<file path="src/shared/ufl_defs.svh">
// address map, field positions, reset values and timing for the serial option block
`ifndef UFL_DEFS_SVH
`define UFL_DEFS_SVH

`define UFL_ADDR_OPT 16'h3082
`define UFL_ADDR_CTRL 16'h3088
`define UFL_ADDR_STAT 16'h3089
`define UFL_ADDR_DATA 16'h308A

`define UFL_OPT_RESET 8'h00
`define UFL_CTRL_RESET 8'h00
`define UFL_BYTE_ZERO 8'h00

`define UFL_CTRL_TX_ON 0
`define UFL_CTRL_RX_ON 1
`define UFL_CTRL_TX_DIR 2
`define UFL_CTRL_STANDBY 3
`define UFL_CTRL_TX_NINTH 4

`define UFL_ST_TX_BUSY 0
`define UFL_ST_RX_FULL 1
`define UFL_ST_IDLE 2
`define UFL_ST_PAR_ERR 3
`define UFL_ST_FRM_ERR 4
`define UFL_ST_STANDBY 5
`define UFL_ST_RX_NINTH 6
`define UFL_ST_RX_BUSY 7

`define UFL_IDLE_BITS_8 4'hA
`define UFL_IDLE_BITS_9 4'hB
`define UFL_LAST_BIT_8 4'h7
`define UFL_LAST_BIT_9 4'h8

`define UFL_CLK_PERIOD_NS 100
`define UFL_BIT_TIME_NS 8700
`define UFL_BIT_CYCLES (`UFL_BIT_TIME_NS / `UFL_CLK_PERIOD_NS)
`define UFL_BIT_END 8'(`UFL_BIT_CYCLES - 1)
`define UFL_HALF_END 8'(`UFL_BIT_CYCLES / 2 - 1)

`endif

</file>
<file path="src/shared/ufl_pkg.sv">
// types and shared helpers for the serial option block
package ufl_pkg;

  typedef struct packed {
    logic loopSelect;
    logic waitStop;
    logic receiverSourceSelect;
    logic nineBit;
    logic wakeAddressMark;
    logic idleType;
    logic parityEnable;
    logic parityType;
  } ufl_opt_t;

  typedef struct packed {
    logic [8:0] data;
    logic frameErr;
  } ufl_rx_char_t;

  typedef enum logic [1:0] {
    UFL_IDLE = 2'b00,
    UFL_START = 2'b01,
    UFL_DATA = 2'b11,
    UFL_STOP = 2'b10
  } ufl_line_state_t;

  // xor of the data bits below the most significant one
  function automatic logic ufl_low_parity(input logic [8:0] d, input logic nine);
    ufl_low_parity = nine ? ^d[7:0] : ^d[6:0];
  endfunction

  function automatic logic ufl_msb(input logic [8:0] d, input logic nine);
    ufl_msb = nine ? d[8] : d[7];
  endfunction

endpackage

</file>
<file path="src/rtl/ufl_tx.sv">
// serializer: start, 8 or 9 data bits lsb first, one stop bit
`timescale 1ns/1ps
`include "ufl_defs.svh"
module ufl_tx
  import ufl_pkg::*;
(
  input wire logic clk_sys,
  input wire logic resetn,
  input wire logic run,
  input wire logic nineBit,
  input wire logic start,
  input wire logic [8:0] txData,
  output logic txSerial,
  output logic txBusy
);

  ufl_line_state_t state;
  logic [7:0] cyc;
  logic [3:0] idx;
  logic [8:0] shift;
  logic cycEnd;

  assign cycEnd = (cyc == `UFL_BIT_END);
  assign txBusy = (state != UFL_IDLE);

  always_ff @(posedge clk_sys or negedge resetn)
  begin
    if (!resetn)
    begin
      state <= UFL_IDLE;
      cyc <= 8'h00;
      idx <= 4'h0;
      shift <= 9'h000;
      txSerial <= 1'b1;
    end
    else if (run)
    begin
      cyc <= (state == UFL_IDLE || cycEnd) ? 8'h00 : cyc + 8'h01;
      case (state)
        UFL_IDLE:
        begin
          txSerial <= ~start;
          if (start)
          begin
            shift <= txData;
            state <= UFL_START;
          end
        end
        UFL_START:
        begin
          if (cycEnd)
          begin
            txSerial <= shift[0];
            idx <= 4'h0;
            state <= UFL_DATA;
          end
        end
        UFL_DATA:
        begin
          if (cycEnd)
          begin
            if (idx == (nineBit ? `UFL_LAST_BIT_9 : `UFL_LAST_BIT_8))
            begin
              txSerial <= 1'b1;
              state <= UFL_STOP;
            end
            else
            begin
              txSerial <= shift[1];
              shift <= {1'b0, shift[8:1]};
              idx <= idx + 4'h1;
            end
          end
        end
        UFL_STOP:
        begin
          if (cycEnd)
            state <= UFL_IDLE;
        end
        default:
          state <= UFL_IDLE;
      endcase
    end
  end

endmodule

</file>
<file path="src/rtl/ufl_rx.sv">
// deserializer sampling each bit at its middle
`timescale 1ns/1ps
`include "ufl_defs.svh"
module ufl_rx
  import ufl_pkg::*;
(
  input wire logic clk_sys,
  input wire logic resetn,
  input wire logic run,
  input wire logic nineBit,
  input wire logic serialIn,
  output logic rxDone,
  output ufl_rx_char_t rxChar,
  output logic rxBusy
);

  ufl_line_state_t state;
  logic [7:0] cyc;
  logic [3:0] idx;
  logic cycEnd;

  assign rxBusy = (state != UFL_IDLE);
  assign cycEnd = (cyc == (state == UFL_START ? `UFL_HALF_END : `UFL_BIT_END));

  always_ff @(posedge clk_sys or negedge resetn)
  begin
    if (!resetn)
    begin
      state <= UFL_IDLE;
      cyc <= 8'h00;
      idx <= 4'h0;
      rxDone <= 1'b0;
      rxChar <= '0;
    end
    else
    begin
      rxDone <= 1'b0;
      if (run)
      begin
        cyc <= (state == UFL_IDLE || cycEnd) ? 8'h00 : cyc + 8'h01;
        case (state)
          UFL_IDLE:
          begin
            if (!serialIn)
              state <= UFL_START;
          end
          UFL_START:
          begin
            // a glitch shorter than half a bit is not a start
            if (cycEnd)
            begin
              idx <= 4'h0;
              rxChar.data <= 9'h000;
              state <= serialIn ? UFL_IDLE : UFL_DATA;
            end
          end
          UFL_DATA:
          begin
            if (cycEnd)
            begin
              rxChar.data[idx] <= serialIn;
              if (idx == (nineBit ? `UFL_LAST_BIT_9 : `UFL_LAST_BIT_8))
                state <= UFL_STOP;
              else
                idx <= idx + 4'h1;
            end
          end
          UFL_STOP:
          begin
            if (cycEnd)
            begin
              rxChar.frameErr <= ~serialIn;
              rxDone <= 1'b1;
              state <= UFL_IDLE;
            end
          end
          default:
            state <= UFL_IDLE;
        endcase
      end
    end
  end

endmodule

</file>
<file path="src/rtl/ufl_top.sv">
// serial option control: format, parity, wakeup, idle detect and loop routing
// Functional notes
// - the option register at 3082h is read and written by software.
// - loop select set routes transmitter output to the receiver and drops the receive pin.
// - wait-stop clear keeps the unit running in cpu wait, set freezes it.
// - receiver source select has no effect while loop select is clear.
// - loop select set with source select clear is internal loopback.
// - loop select and source select both set is single-wire on the transmit pin.
// - character length picks 8 data bits or 9 data bits, lsb first, framed by start and stop.
// - wakeup method picks idle-line wakeup or address-mark wakeup for standby.
// - idle type starts the idle count after the start bit or only after the stop bit.
// - idle is declared after 10 or 11 high bit times matching the character length.
// - parity enable generates and checks parity in the most significant data bit.
// - parity type picks even or odd, counting the parity bit itself.
// - address-mark wakes on msb set, idle-line wakes on an idle line.
// - in single-wire mode the transmit direction decides if the pin drives.
// - with loop select set the receive pin is released for general use.
//
// Local design decision: the address-and-strobe port.
`timescale 1ns/1ps
`include "ufl_defs.svh"
module ufl_top
  import ufl_pkg::*;
(
  input wire logic clk_sys,
  input wire logic resetn,
  input wire logic [15:0] addr,
  input wire logic [7:0] wdata,
  input wire logic wrStrobe,
  input wire logic rdStrobe,
  output logic [7:0] rdata,
  input wire logic cpuWait,
  input wire logic rxPin,
  input wire logic txPinIn,
  output logic txPinOut,
  output logic txPinOe,
  output logic rxPinFree,
  output logic clocksRunning
);

  ufl_opt_t opt;
  logic [7:0] ctrl;
  logic [8:0] txHold;
  logic txPending;
  logic [8:0] rxHold;
  logic rxFull;
  logic idleFlag;
  logic parErr;
  logic frmErr;
  logic standby;
  logic run;
  logic txStart;
  logic txSerial;
  logic txBusy;
  logic rxIn;
  logic rxDone;
  logic rxBusy;
  ufl_rx_char_t rxChar;
  logic [7:0] bitCyc;
  logic bitTick;
  logic [3:0] idleCnt;
  logic idleArmed;
  logic idleSeen;
  logic [3:0] idleLimit;
  logic wrOpt;
  logic wrCtrl;
  logic wrStat;
  logic wrData;
  logic rdData;
  logic wakeMark;
  logic deliver;
  logic [8:0] txFrame;
  logic [7:0] statusByte;

  assign wrOpt = wrStrobe && (addr == `UFL_ADDR_OPT);
  assign wrCtrl = wrStrobe && (addr == `UFL_ADDR_CTRL);
  assign wrStat = wrStrobe && (addr == `UFL_ADDR_STAT);
  assign wrData = wrStrobe && (addr == `UFL_ADDR_DATA);
  assign rdData = rdStrobe && (addr == `UFL_ADDR_DATA);

  // freezing holds every state machine where it stands
  assign run = !(cpuWait && opt.waitStop);

  // option register
  always_ff @(posedge clk_sys or negedge resetn)
  begin
    if (!resetn)
      opt <= ufl_opt_t'(`UFL_OPT_RESET);
    else if (wrOpt)
      opt <= ufl_opt_t'(wdata);
  end

  // link control: enables, direction, standby, ninth transmit bit
  always_ff @(posedge clk_sys or negedge resetn)
  begin
    if (!resetn)
      ctrl <= `UFL_CTRL_RESET;
    else if (wrCtrl)
      ctrl <= wdata;
  end

  // standby: software sets it, a wakeup condition clears it
  assign idleSeen = idleArmed && bitTick && rxIn && (idleCnt + 4'h1 >= idleLimit);
  assign wakeMark = rxDone && ufl_msb(rxChar.data, opt.nineBit);

  always_ff @(posedge clk_sys or negedge resetn)
  begin
    if (!resetn)
      standby <= 1'b0;
    else if (wrCtrl && wdata[`UFL_CTRL_STANDBY])
      standby <= 1'b1;
    else if (standby && (opt.wakeAddressMark ? wakeMark : idleSeen))
      standby <= 1'b0;
  end

  // transmit holding word; the ninth bit comes from link control
  always_ff @(posedge clk_sys or negedge resetn)
  begin
    if (!resetn)
    begin
      txHold <= 9'h000;
      txPending <= 1'b0;
    end
    else if (wrData)
    begin
      txHold <= {ctrl[`UFL_CTRL_TX_NINTH], wdata};
      txPending <= 1'b1;
    end
    else if (txStart)
      txPending <= 1'b0;
  end

  assign txStart = run && txPending && !txBusy && ctrl[`UFL_CTRL_TX_ON];

  // parity replaces the msb of the outgoing character
  always_comb
  begin
    txFrame = txHold;
    if (opt.parityEnable)
    begin
      if (opt.nineBit)
        txFrame[8] = ufl_low_parity(txHold, 1'b1) ^ opt.parityType;
      else
        txFrame[7] = ufl_low_parity(txHold, 1'b0) ^ opt.parityType;
    end
  end

  ufl_tx u_tx (
    .clk_sys(clk_sys),
    .resetn(resetn),
    .run(run),
    .nineBit(opt.nineBit),
    .start(txStart),
    .txData(txFrame),
    .txSerial(txSerial),
    .txBusy(txBusy)
  );

  // receiver source: pin, internal loop, or the shared transmit pin
  always_comb
  begin
    if (!opt.loopSelect)
      rxIn = rxPin;
    else if (opt.receiverSourceSelect)
      rxIn = txPinIn;
    else
      rxIn = txSerial;
  end

  ufl_rx u_rx (
    .clk_sys(clk_sys),
    .resetn(resetn),
    .run(run && ctrl[`UFL_CTRL_RX_ON]),
    .nineBit(opt.nineBit),
    .serialIn(rxIn),
    .rxDone(rxDone),
    .rxChar(rxChar),
    .rxBusy(rxBusy)
  );

  // pin drivers and pin release, all registered
  always_ff @(posedge clk_sys or negedge resetn)
  begin
    if (!resetn)
    begin
      txPinOut <= 1'b1;
      txPinOe <= 1'b0;
      rxPinFree <= 1'b1;
      clocksRunning <= 1'b1;
    end
    else
    begin
      txPinOut <= txSerial;
      if (opt.loopSelect && opt.receiverSourceSelect)
        txPinOe <= ctrl[`UFL_CTRL_TX_ON] && ctrl[`UFL_CTRL_TX_DIR];
      else
        txPinOe <= ctrl[`UFL_CTRL_TX_ON] || txBusy;
      rxPinFree <= opt.loopSelect || !ctrl[`UFL_CTRL_RX_ON];
      clocksRunning <= run;
    end
  end

  // bit-time tick for the idle detector
  always_ff @(posedge clk_sys or negedge resetn)
  begin
    if (!resetn)
      bitCyc <= 8'h00;
    else if (run)
      bitCyc <= (bitCyc == `UFL_BIT_END) ? 8'h00 : bitCyc + 8'h01;
  end

  assign bitTick = run && (bitCyc == `UFL_BIT_END);
  assign idleLimit = opt.nineBit ? `UFL_IDLE_BITS_9 : `UFL_IDLE_BITS_8;

  // high bits inside a frame count only when idle type is clear
  always_ff @(posedge clk_sys or negedge resetn)
  begin
    if (!resetn)
    begin
      idleCnt <= 4'h0;
      idleArmed <= 1'b1;
    end
    else
    begin
      if (!rxIn || (opt.idleType && rxBusy))
        idleCnt <= 4'h0;
      else if (bitTick && idleCnt < idleLimit)
        idleCnt <= idleCnt + 4'h1;
      if (rxDone)
        idleArmed <= 1'b1;
      else if (idleSeen)
        idleArmed <= 1'b0;
    end
  end

  // standby hides characters, except the address mark that ends it
  assign deliver = rxDone && (!standby || (opt.wakeAddressMark && wakeMark));

  // receive flags: hardware set wins over software clear
  always_ff @(posedge clk_sys or negedge resetn)
  begin
    if (!resetn)
    begin
      rxHold <= 9'h000;
      rxFull <= 1'b0;
      parErr <= 1'b0;
      frmErr <= 1'b0;
    end
    else
    begin
      if (deliver)
        rxHold <= rxChar.data;
      if (deliver)
        rxFull <= 1'b1;
      else if (rdData)
        rxFull <= 1'b0;
      if (deliver && opt.parityEnable
          && ((ufl_low_parity(rxChar.data, opt.nineBit)
               ^ ufl_msb(rxChar.data, opt.nineBit)) != opt.parityType))
        parErr <= 1'b1;
      else if (wrStat && wdata[`UFL_ST_PAR_ERR])
        parErr <= 1'b0;
      if (deliver && rxChar.frameErr)
        frmErr <= 1'b1;
      else if (wrStat && wdata[`UFL_ST_FRM_ERR])
        frmErr <= 1'b0;
    end
  end

  always_ff @(posedge clk_sys or negedge resetn)
  begin
    if (!resetn)
      idleFlag <= 1'b0;
    else if (idleSeen)
      idleFlag <= 1'b1;
    else if (wrStat && wdata[`UFL_ST_IDLE])
      idleFlag <= 1'b0;
  end

  always_comb
  begin
    statusByte = `UFL_BYTE_ZERO;
    statusByte[`UFL_ST_TX_BUSY] = txBusy || txPending;
    statusByte[`UFL_ST_RX_FULL] = rxFull;
    statusByte[`UFL_ST_IDLE] = idleFlag;
    statusByte[`UFL_ST_PAR_ERR] = parErr;
    statusByte[`UFL_ST_FRM_ERR] = frmErr;
    statusByte[`UFL_ST_STANDBY] = standby;
    statusByte[`UFL_ST_RX_NINTH] = rxHold[8];
    statusByte[`UFL_ST_RX_BUSY] = rxBusy;
  end

  // read data stand one cycle after the strobe; unmapped reads give zero
  always_ff @(posedge clk_sys or negedge resetn)
  begin
    if (!resetn)
      rdata <= `UFL_BYTE_ZERO;
    else if (rdStrobe)
    begin
      case (addr)
        `UFL_ADDR_OPT: rdata <= opt;
        `UFL_ADDR_CTRL: rdata <= {ctrl[7:4], standby, ctrl[2:0]};
        `UFL_ADDR_STAT: rdata <= statusByte;
        `UFL_ADDR_DATA: rdata <= rxHold[7:0];
        default: rdata <= `UFL_BYTE_ZERO;
      endcase
    end
    else
      rdata <= `UFL_BYTE_ZERO;
  end

endmodule

</file>
<file path="config.mk">
export PLATFORM = sky130hd
export DESIGN_NAME = ufl_top
export DESIGN_NICKNAME = d
export VERILOG_FILES = /design/src/shared/ufl_pkg.sv /design/src/rtl/ufl_tx.sv /design/src/rtl/ufl_rx.sv /design/src/rtl/ufl_top.sv
export VERILOG_INCLUDE_DIRS = /design/src /design/src/shared
export SDC_FILE = /design/constraint.sdc
export NUM_CORES = 1
export LEC_CHECK = 0
export ABC_AREA = 0
export BUFFER_PORTS_ARGS = -buffer_cell sky130_fd_sc_hd__buf_2
export CORE_ASPECT_RATIO = 0.5
export CORE_MARGIN = 1
export CORE_UTILIZATION = 55
export CTS_CLUSTER_DIAMETER = 150
export DETAILED_ROUTE_END_ITERATION = 10
export PLACE_DENSITY = 0.76
export RECOVER_POWER = 50
export SYNTH_ARGS = -nofsm -noshare
export SYNTH_HDL_FRONTEND = slang
export SYNTH_HIERARCHICAL = 1
export SYNTH_SLANG_ARGS = --single-unit
</file>
<file path="constraint.sdc">
create_clock -name clk_sys -period 2.6 [get_ports clk_sys]
set_input_delay 0.26 -clock clk_sys [delete_from_list [all_inputs] [get_ports clk_sys]]
set_output_delay 0.26 -clock clk_sys [all_outputs]
set_load 0.05 [all_outputs]
</file>
## Yosys cells after proc, flatten, opt, wreduce, memory -nomap -nowiden

Cells that the tools add are included.

- Add/subtract/negate cells: 6
- $lt $le $gt $ge: 4
- Equal/unequal tests: 28
- Multiplexer cells: 71
- Bitwise logic cells: 6
- Reductions and logical operators: 70

Operators by type and width:

| kind | number |
|---|---|
| 16-bit by 14-bit equality test with 1-bit output, second input constant | 4 |
| 9-bit two-way mux | 5 |
| 4-bit two-way mux | 9 |
| 9-bit case mux with 2 select lines | 2 |
| 8-bit two-way mux | 4 |
| 8-bit case mux with 4 select lines | 1 |
| 1-bit logical AND | 30 |
| 1-bit two-way mux | 30 |
| 2-bit nonzero test | 13 |
| 8-bit by 1-bit adder with 8-bit output, second input constant | 3 |
| 2-bit two-way mux | 12 |
| 2-bit by 1-bit != test with 1-bit output, second input constant | 9 |
| 8-bit by 7-bit equality test with 1-bit output, second input constant | 2 |
| 2-bit case mux with 4 select lines | 2 |
| 4-bit case mux with 2 select lines | 2 |
| 8-bit XOR reduction | 2 |
| 5-bit AND reduction | 3 |
| 7-bit XOR reduction | 2 |
| 4-bit by 1-bit adder with 4-bit output, second input constant | 3 |
| 6-bit AND reduction | 2 |
| 9-bit bitwise mux | 1 |
| 2-bit equality test, second input constant | 4 |
| 4-bit equality test | 2 |
| 8-bit equality test | 1 |
| other kinds (18) | 37 |

- Bits in registers: 114
- Word-level logic and storage cells: 221

## Logic depth before layout (Yosys ltp)

- Depth after elaboration: 10
- Depth in mapped cells: 10

## Hierarchy

Netlist, hierarchy kept.

Modules (own cells, without submodules):

| module | instances | cells each | area an instance (um^2) | seq. area each (um^2) |
|---|---|---|---|---|
| ufl_top | 1 | 261 | 3171.8 | 1606.5 |
| ufl_rx | 1 | 154 | 1448.9 | 625.6 |
| ufl_tx | 1 | 124 | 1308.8 | 601.8 |

## Least setup slack after synthesis

No wires, ideal clock.

- Kind: flip-flop to flip-flop
- Start point: register opt[6] (netlist name)
- End point: register u_rx.idx[3]
- Library setup time: 77 ps
- Arrival: 2330 ps
- Data required time: 2523 ps
- Path slack: 193 ps
- Stages on the path, launching flop included: 11
- Buffers on the path: 2
- Period minus slack after synthesis: 2407 ps
- Cells stage by stage: dfrtp_1 and2_1 clkbuf_1 inv_1 and2_1 buf_4 clkinv_1 nor3_1 o21ai_1 or4_1 a21oi_1

- Longest elaborated chain between the ends: 4

RTL lines:

| what | RTL line | text |
|---|---|---|
| from (decl) | ufl_top.sv:41 | `ufl_opt_t opt;` |
| from (signal assigned) | ufl_top.sv:88 | `` opt <= ufl_opt_t'(`UFL_OPT_RESET); `` |
| from (signal assigned) | ufl_top.sv:90 | `opt <= ufl_opt_t'(wdata);` |
| 1-bit logical AND | ufl_top.sv:82 | `assign run = !(cpuWait && opt.waitStop);` |
| 1-bit logical NOT | ufl_top.sv:82 |  |
| net run | ufl_top.sv:51 | `logic run;` |
| 1-bit logical AND | ufl_top.sv:173 | `` .run(run && ctrl[`UFL_CTRL_RX_ON]), `` |
| 5-bit AND reduction (no line) | n/a |  |
| to (signal assigned) | ufl_rx.sv:65 | `idx <= idx + 4'h1;` |
| to (decl) | ufl_rx.sv:19 | `logic [3:0] idx;` |

The timed path passes the listed nets, and every way through them passes these cells.
A chain may end at the register's enable or synchronous reset.

## Worst setup path in the final report

Ends and elaborated chain as after synthesis.

==> summary.md <==
| Metric | Value |
|---|---|
| Run status | finished clean |
| Num rows | 26 |
| RePlAce Congestion | 0.795 |
| Fraction of layout instances using a drive strength above 1 | 0.236 |
| Vias in the first global route | about 4,300 |
| CTS tree | yes |
| Cell Area, Synth | just under 6000 µm² |
| ANT cells | 0 |
| Crit end category | flip-flop |
| Hpwl dp | approximately 9000 µm |
| H-tree depth | 4 |
| Num CTS Buffers | 17 |
| Initial antenna violation count | 0 |
| Synthesized flop and latch total | 113 |
| CP arrival | between 2 and 3 ns |
| Yosys top cell area share | 0.456 |
| Core Util, Final | 0.665 |
| Grt ovf | 0 |
| Rel. slew slack | 0.345 |
| Mapped Cells | 539 |
| Fraction of the mapped netlist area in adder cells | 0.0295 |
| Worst setup margin | ~0.3 ns |
| Hold Path Class | input port to flip-flop |
| Xor-xnor portion of the synthesized cell area | 0.0433 |
| First-pass DRT Iterations | 5 |
| Worst VDD drop | 0.383 mV |
| Dominant synthesized flop cell | dfrtp_1 |
| Synth area leaders | dfrtp_1, mux2_2, mux2i_1, ha_1, nand2_1 |
| Reg clk slew, reported paths | ~0.05 ns |
| RSZ-0062 raised after global routing | no |
| Final #Nets | roughly 640 |
| Hold Crit Depth | 2 |
| Vias/cell | 5.89 |
| Tot GR Track Use | 0.256 |
| Fin cells | ~750 |
| Largest net degree at the start of global routing | 66 |
| Post-synthesis net count | a little under 600 |
| Fillers | 780 |
| Worst slew pin tran | a little under 1 ns |
| Leakage | roughly 3.2 nW |
| Synth Warn # | 6 |
| Post-synth top cells | dfrtp_1, nand2_1, mux2_2 |
| FFs w/ async S/R, synth | 1.00 |
| Count leader, synth | dfrtp_1 |
| Setup Skew | 0.00746 ns |
| Compound-Gate Fraction of Synth Area | 0.143 |
| CTS resizes | 0 |
| Setup Buffers After CTS | 0 |
| CP Launch Type | flip-flop |
| Routed Antenna Nets | 0 |
| Synth area leader | dfrtp_1 |
| Max-cap violation count | 0 |
| Max Transition Viols Final | 0 |
| Minimum clock period | 2.30 ns |
| Area of the multi-input gates | 2910 µm² |
| Initial Utilization | 0.573 |
| # IOs | 43 |
| Crit Path Category | flip-flop to flip-flop |
| PortBufs | 42 |
| Die area | around 11,000 µm² |
| Post-synthesis sequential area ratio | 0.478 |
| Cell Area, Placed | 6300 µm² |
| Largest family of logic cells by synthesized area | simple AND/OR/NAND/NOR gates |
| Cell total after placement | ~710 |
| FF/Latch Area | 2830 µm² |
| First-pass GRT wire length | about 22,000 µm |
| Post-detailed-route wirelength per cell | 17.5 µm |
| Clock sink count | approximately 110 |
| Pwr Density | about 650 nW/µm² |
| Final setup violating endpoints | 0 |
| Final wirelength | around 13,000 µm |
| Drt initial violations | ~270 |
| Fmax | about 0.43 GHz |
| Post-synth EDFFs | 0 |
| Clk buf depth | 2 |
| Post-synthesis mux area share | 0.106 |
| Area grow syn2layout | 16.0% |
| Setup_tns | 0 ns |
| Synth Area in Simple Gates | 0.169 |
| Clk Latency, worst-skew pair | a little over 0.4 ns |
| DP Worst Slack | ~0.34 ns |
| DRC viols | 0 |
| Post-Syn Area per Cell | ~11 µm² |
| Die Span Y | 75.4 µm |
| Synth cell types | between 70 and 80 |
| Critical Path Fanout Max | 9 |
| Worst R2R Path Depth | 8 |
| Die X | 149 µm |
| Final hold vios | 0 |
| Core Area | 10,300 µm² |
| Root buffer cell | clkbuf_16 |
| Fin crit share | 0.885 |
| Critical path required time | 2.93 ns |
| Vias | ~4,400 |
| Post-route design area | 6880 µm² |
-- registers in the layout (all words and copies together) (netlist names), 2 cells and up --
signal,flops
u_rx/rxChar,10
rxHold,9
txHold,9
u_tx/shift,9
bitCyc,8
opt,8
rdata,8
u_rx/cyc,8
u_tx/cyc,8
ctrl,7
idleCnt,4
u_rx/idx,4
u_tx/idx,4
u_rx/state,2
u_tx/state,2
-- placed cells by master (no fill, tap or decap), types with 11 or more instances in the layout --
cell | netlist | routed
nor2_1 | 20 | 20
xnor2_1 | 16 | 16
a21oi_1 | 12 | 12
buf_2 | 3 | 38
nand3_1 | 26 | 26
o31ai_1 | 11 | 11
nand2_1 | 43 | 43
inv_1 | 26 | 26
o22ai_1 | 11 | 11
dfrtp_1 | 108 | 108
mux2_2 | 36 | 36
nand2b_1 | 14 | 14
o21ai_0 | 16 | 16
ha_1 | 14 | 14
mux2i_1 | 21 | 21
clkbuf_16 | 0 | 17
-- through the flow --
stage | power [mW] | hold WS (ns)
after CTS | 4.53 | 0.108
after global routing | 4.66 | 0.108
after global placement | 2.20 | 0.150
final | 4.50 | 0.115
after detailed placement | 2.21 | 0.149
after floorplan | 2.09 | -0.0356
-- area by class of cell --
type                    count  area share
clock inverters            12      0.0204
flip-flops and latches    113       0.412
well taps                 140      0.0255
multi-input cells         382       0.423
repair buffers             51      0.0397
clock buffers              20      0.0649
inverters                  27      0.0147
-- worst max-delay path, stage by stage (launching register included) --
cell and delay (ns):
dfrtp_1 0.40, and2_1 0.26, inv_1 0.14, and2_1 0.19
clkinv_1 0.09, nor3_1 0.22, o21ai_1 0.22, or4_1 0.55
a21oi_1 0.16
-- repair_timing --
item	4_1_cts	5_1_grt
hold endpoints to repair	17	0
hold buffers	1	0
setup endpoints to repair	0	0
-- power breakdown --
group          internal, mW  switching, mW
registers              1.83         0.0746
clock network          1.52          0.805
logic                 0.120          0.165
-- worst paths after layout --
path / startpoint / end / slack (ns)
worst max-delay path: opt[6] / u_rx/idx[3] / 0.30
worst min-delay path: wdata[5] / ctrl[5] / 0.11
worst max register to register: opt[6] / u_rx/idx[3] / 0.30
worst min register to register: u_tx/txSerial / txPinOut / 0.47
max in group asynchronous: resetn / u_rx/rxChar[3] / 0.59
min in group asynchronous: resetn / u_tx/cyc[5] / 0.53
-- cells by family after synthesis --
logic type | count (synthesis)
AOI/OAI and AO/OA | 113
xor gates and xnor gates | 26
adders and majority gates | 14
buffers and inverters | 44
DFF | 113
muxes | 58
and+or+nand+nor | 171
-- layer usage --
metal  share of wire  vias up  GRT usage
met5               0        -          0
met2            0.47       99      0.417
li1                -     2089          -
met1            0.46     2182      0.333
met4           0.011        0     0.0975
met3           0.052       16     0.0725
Note: power is estimated with default switching activity, not from simulation.
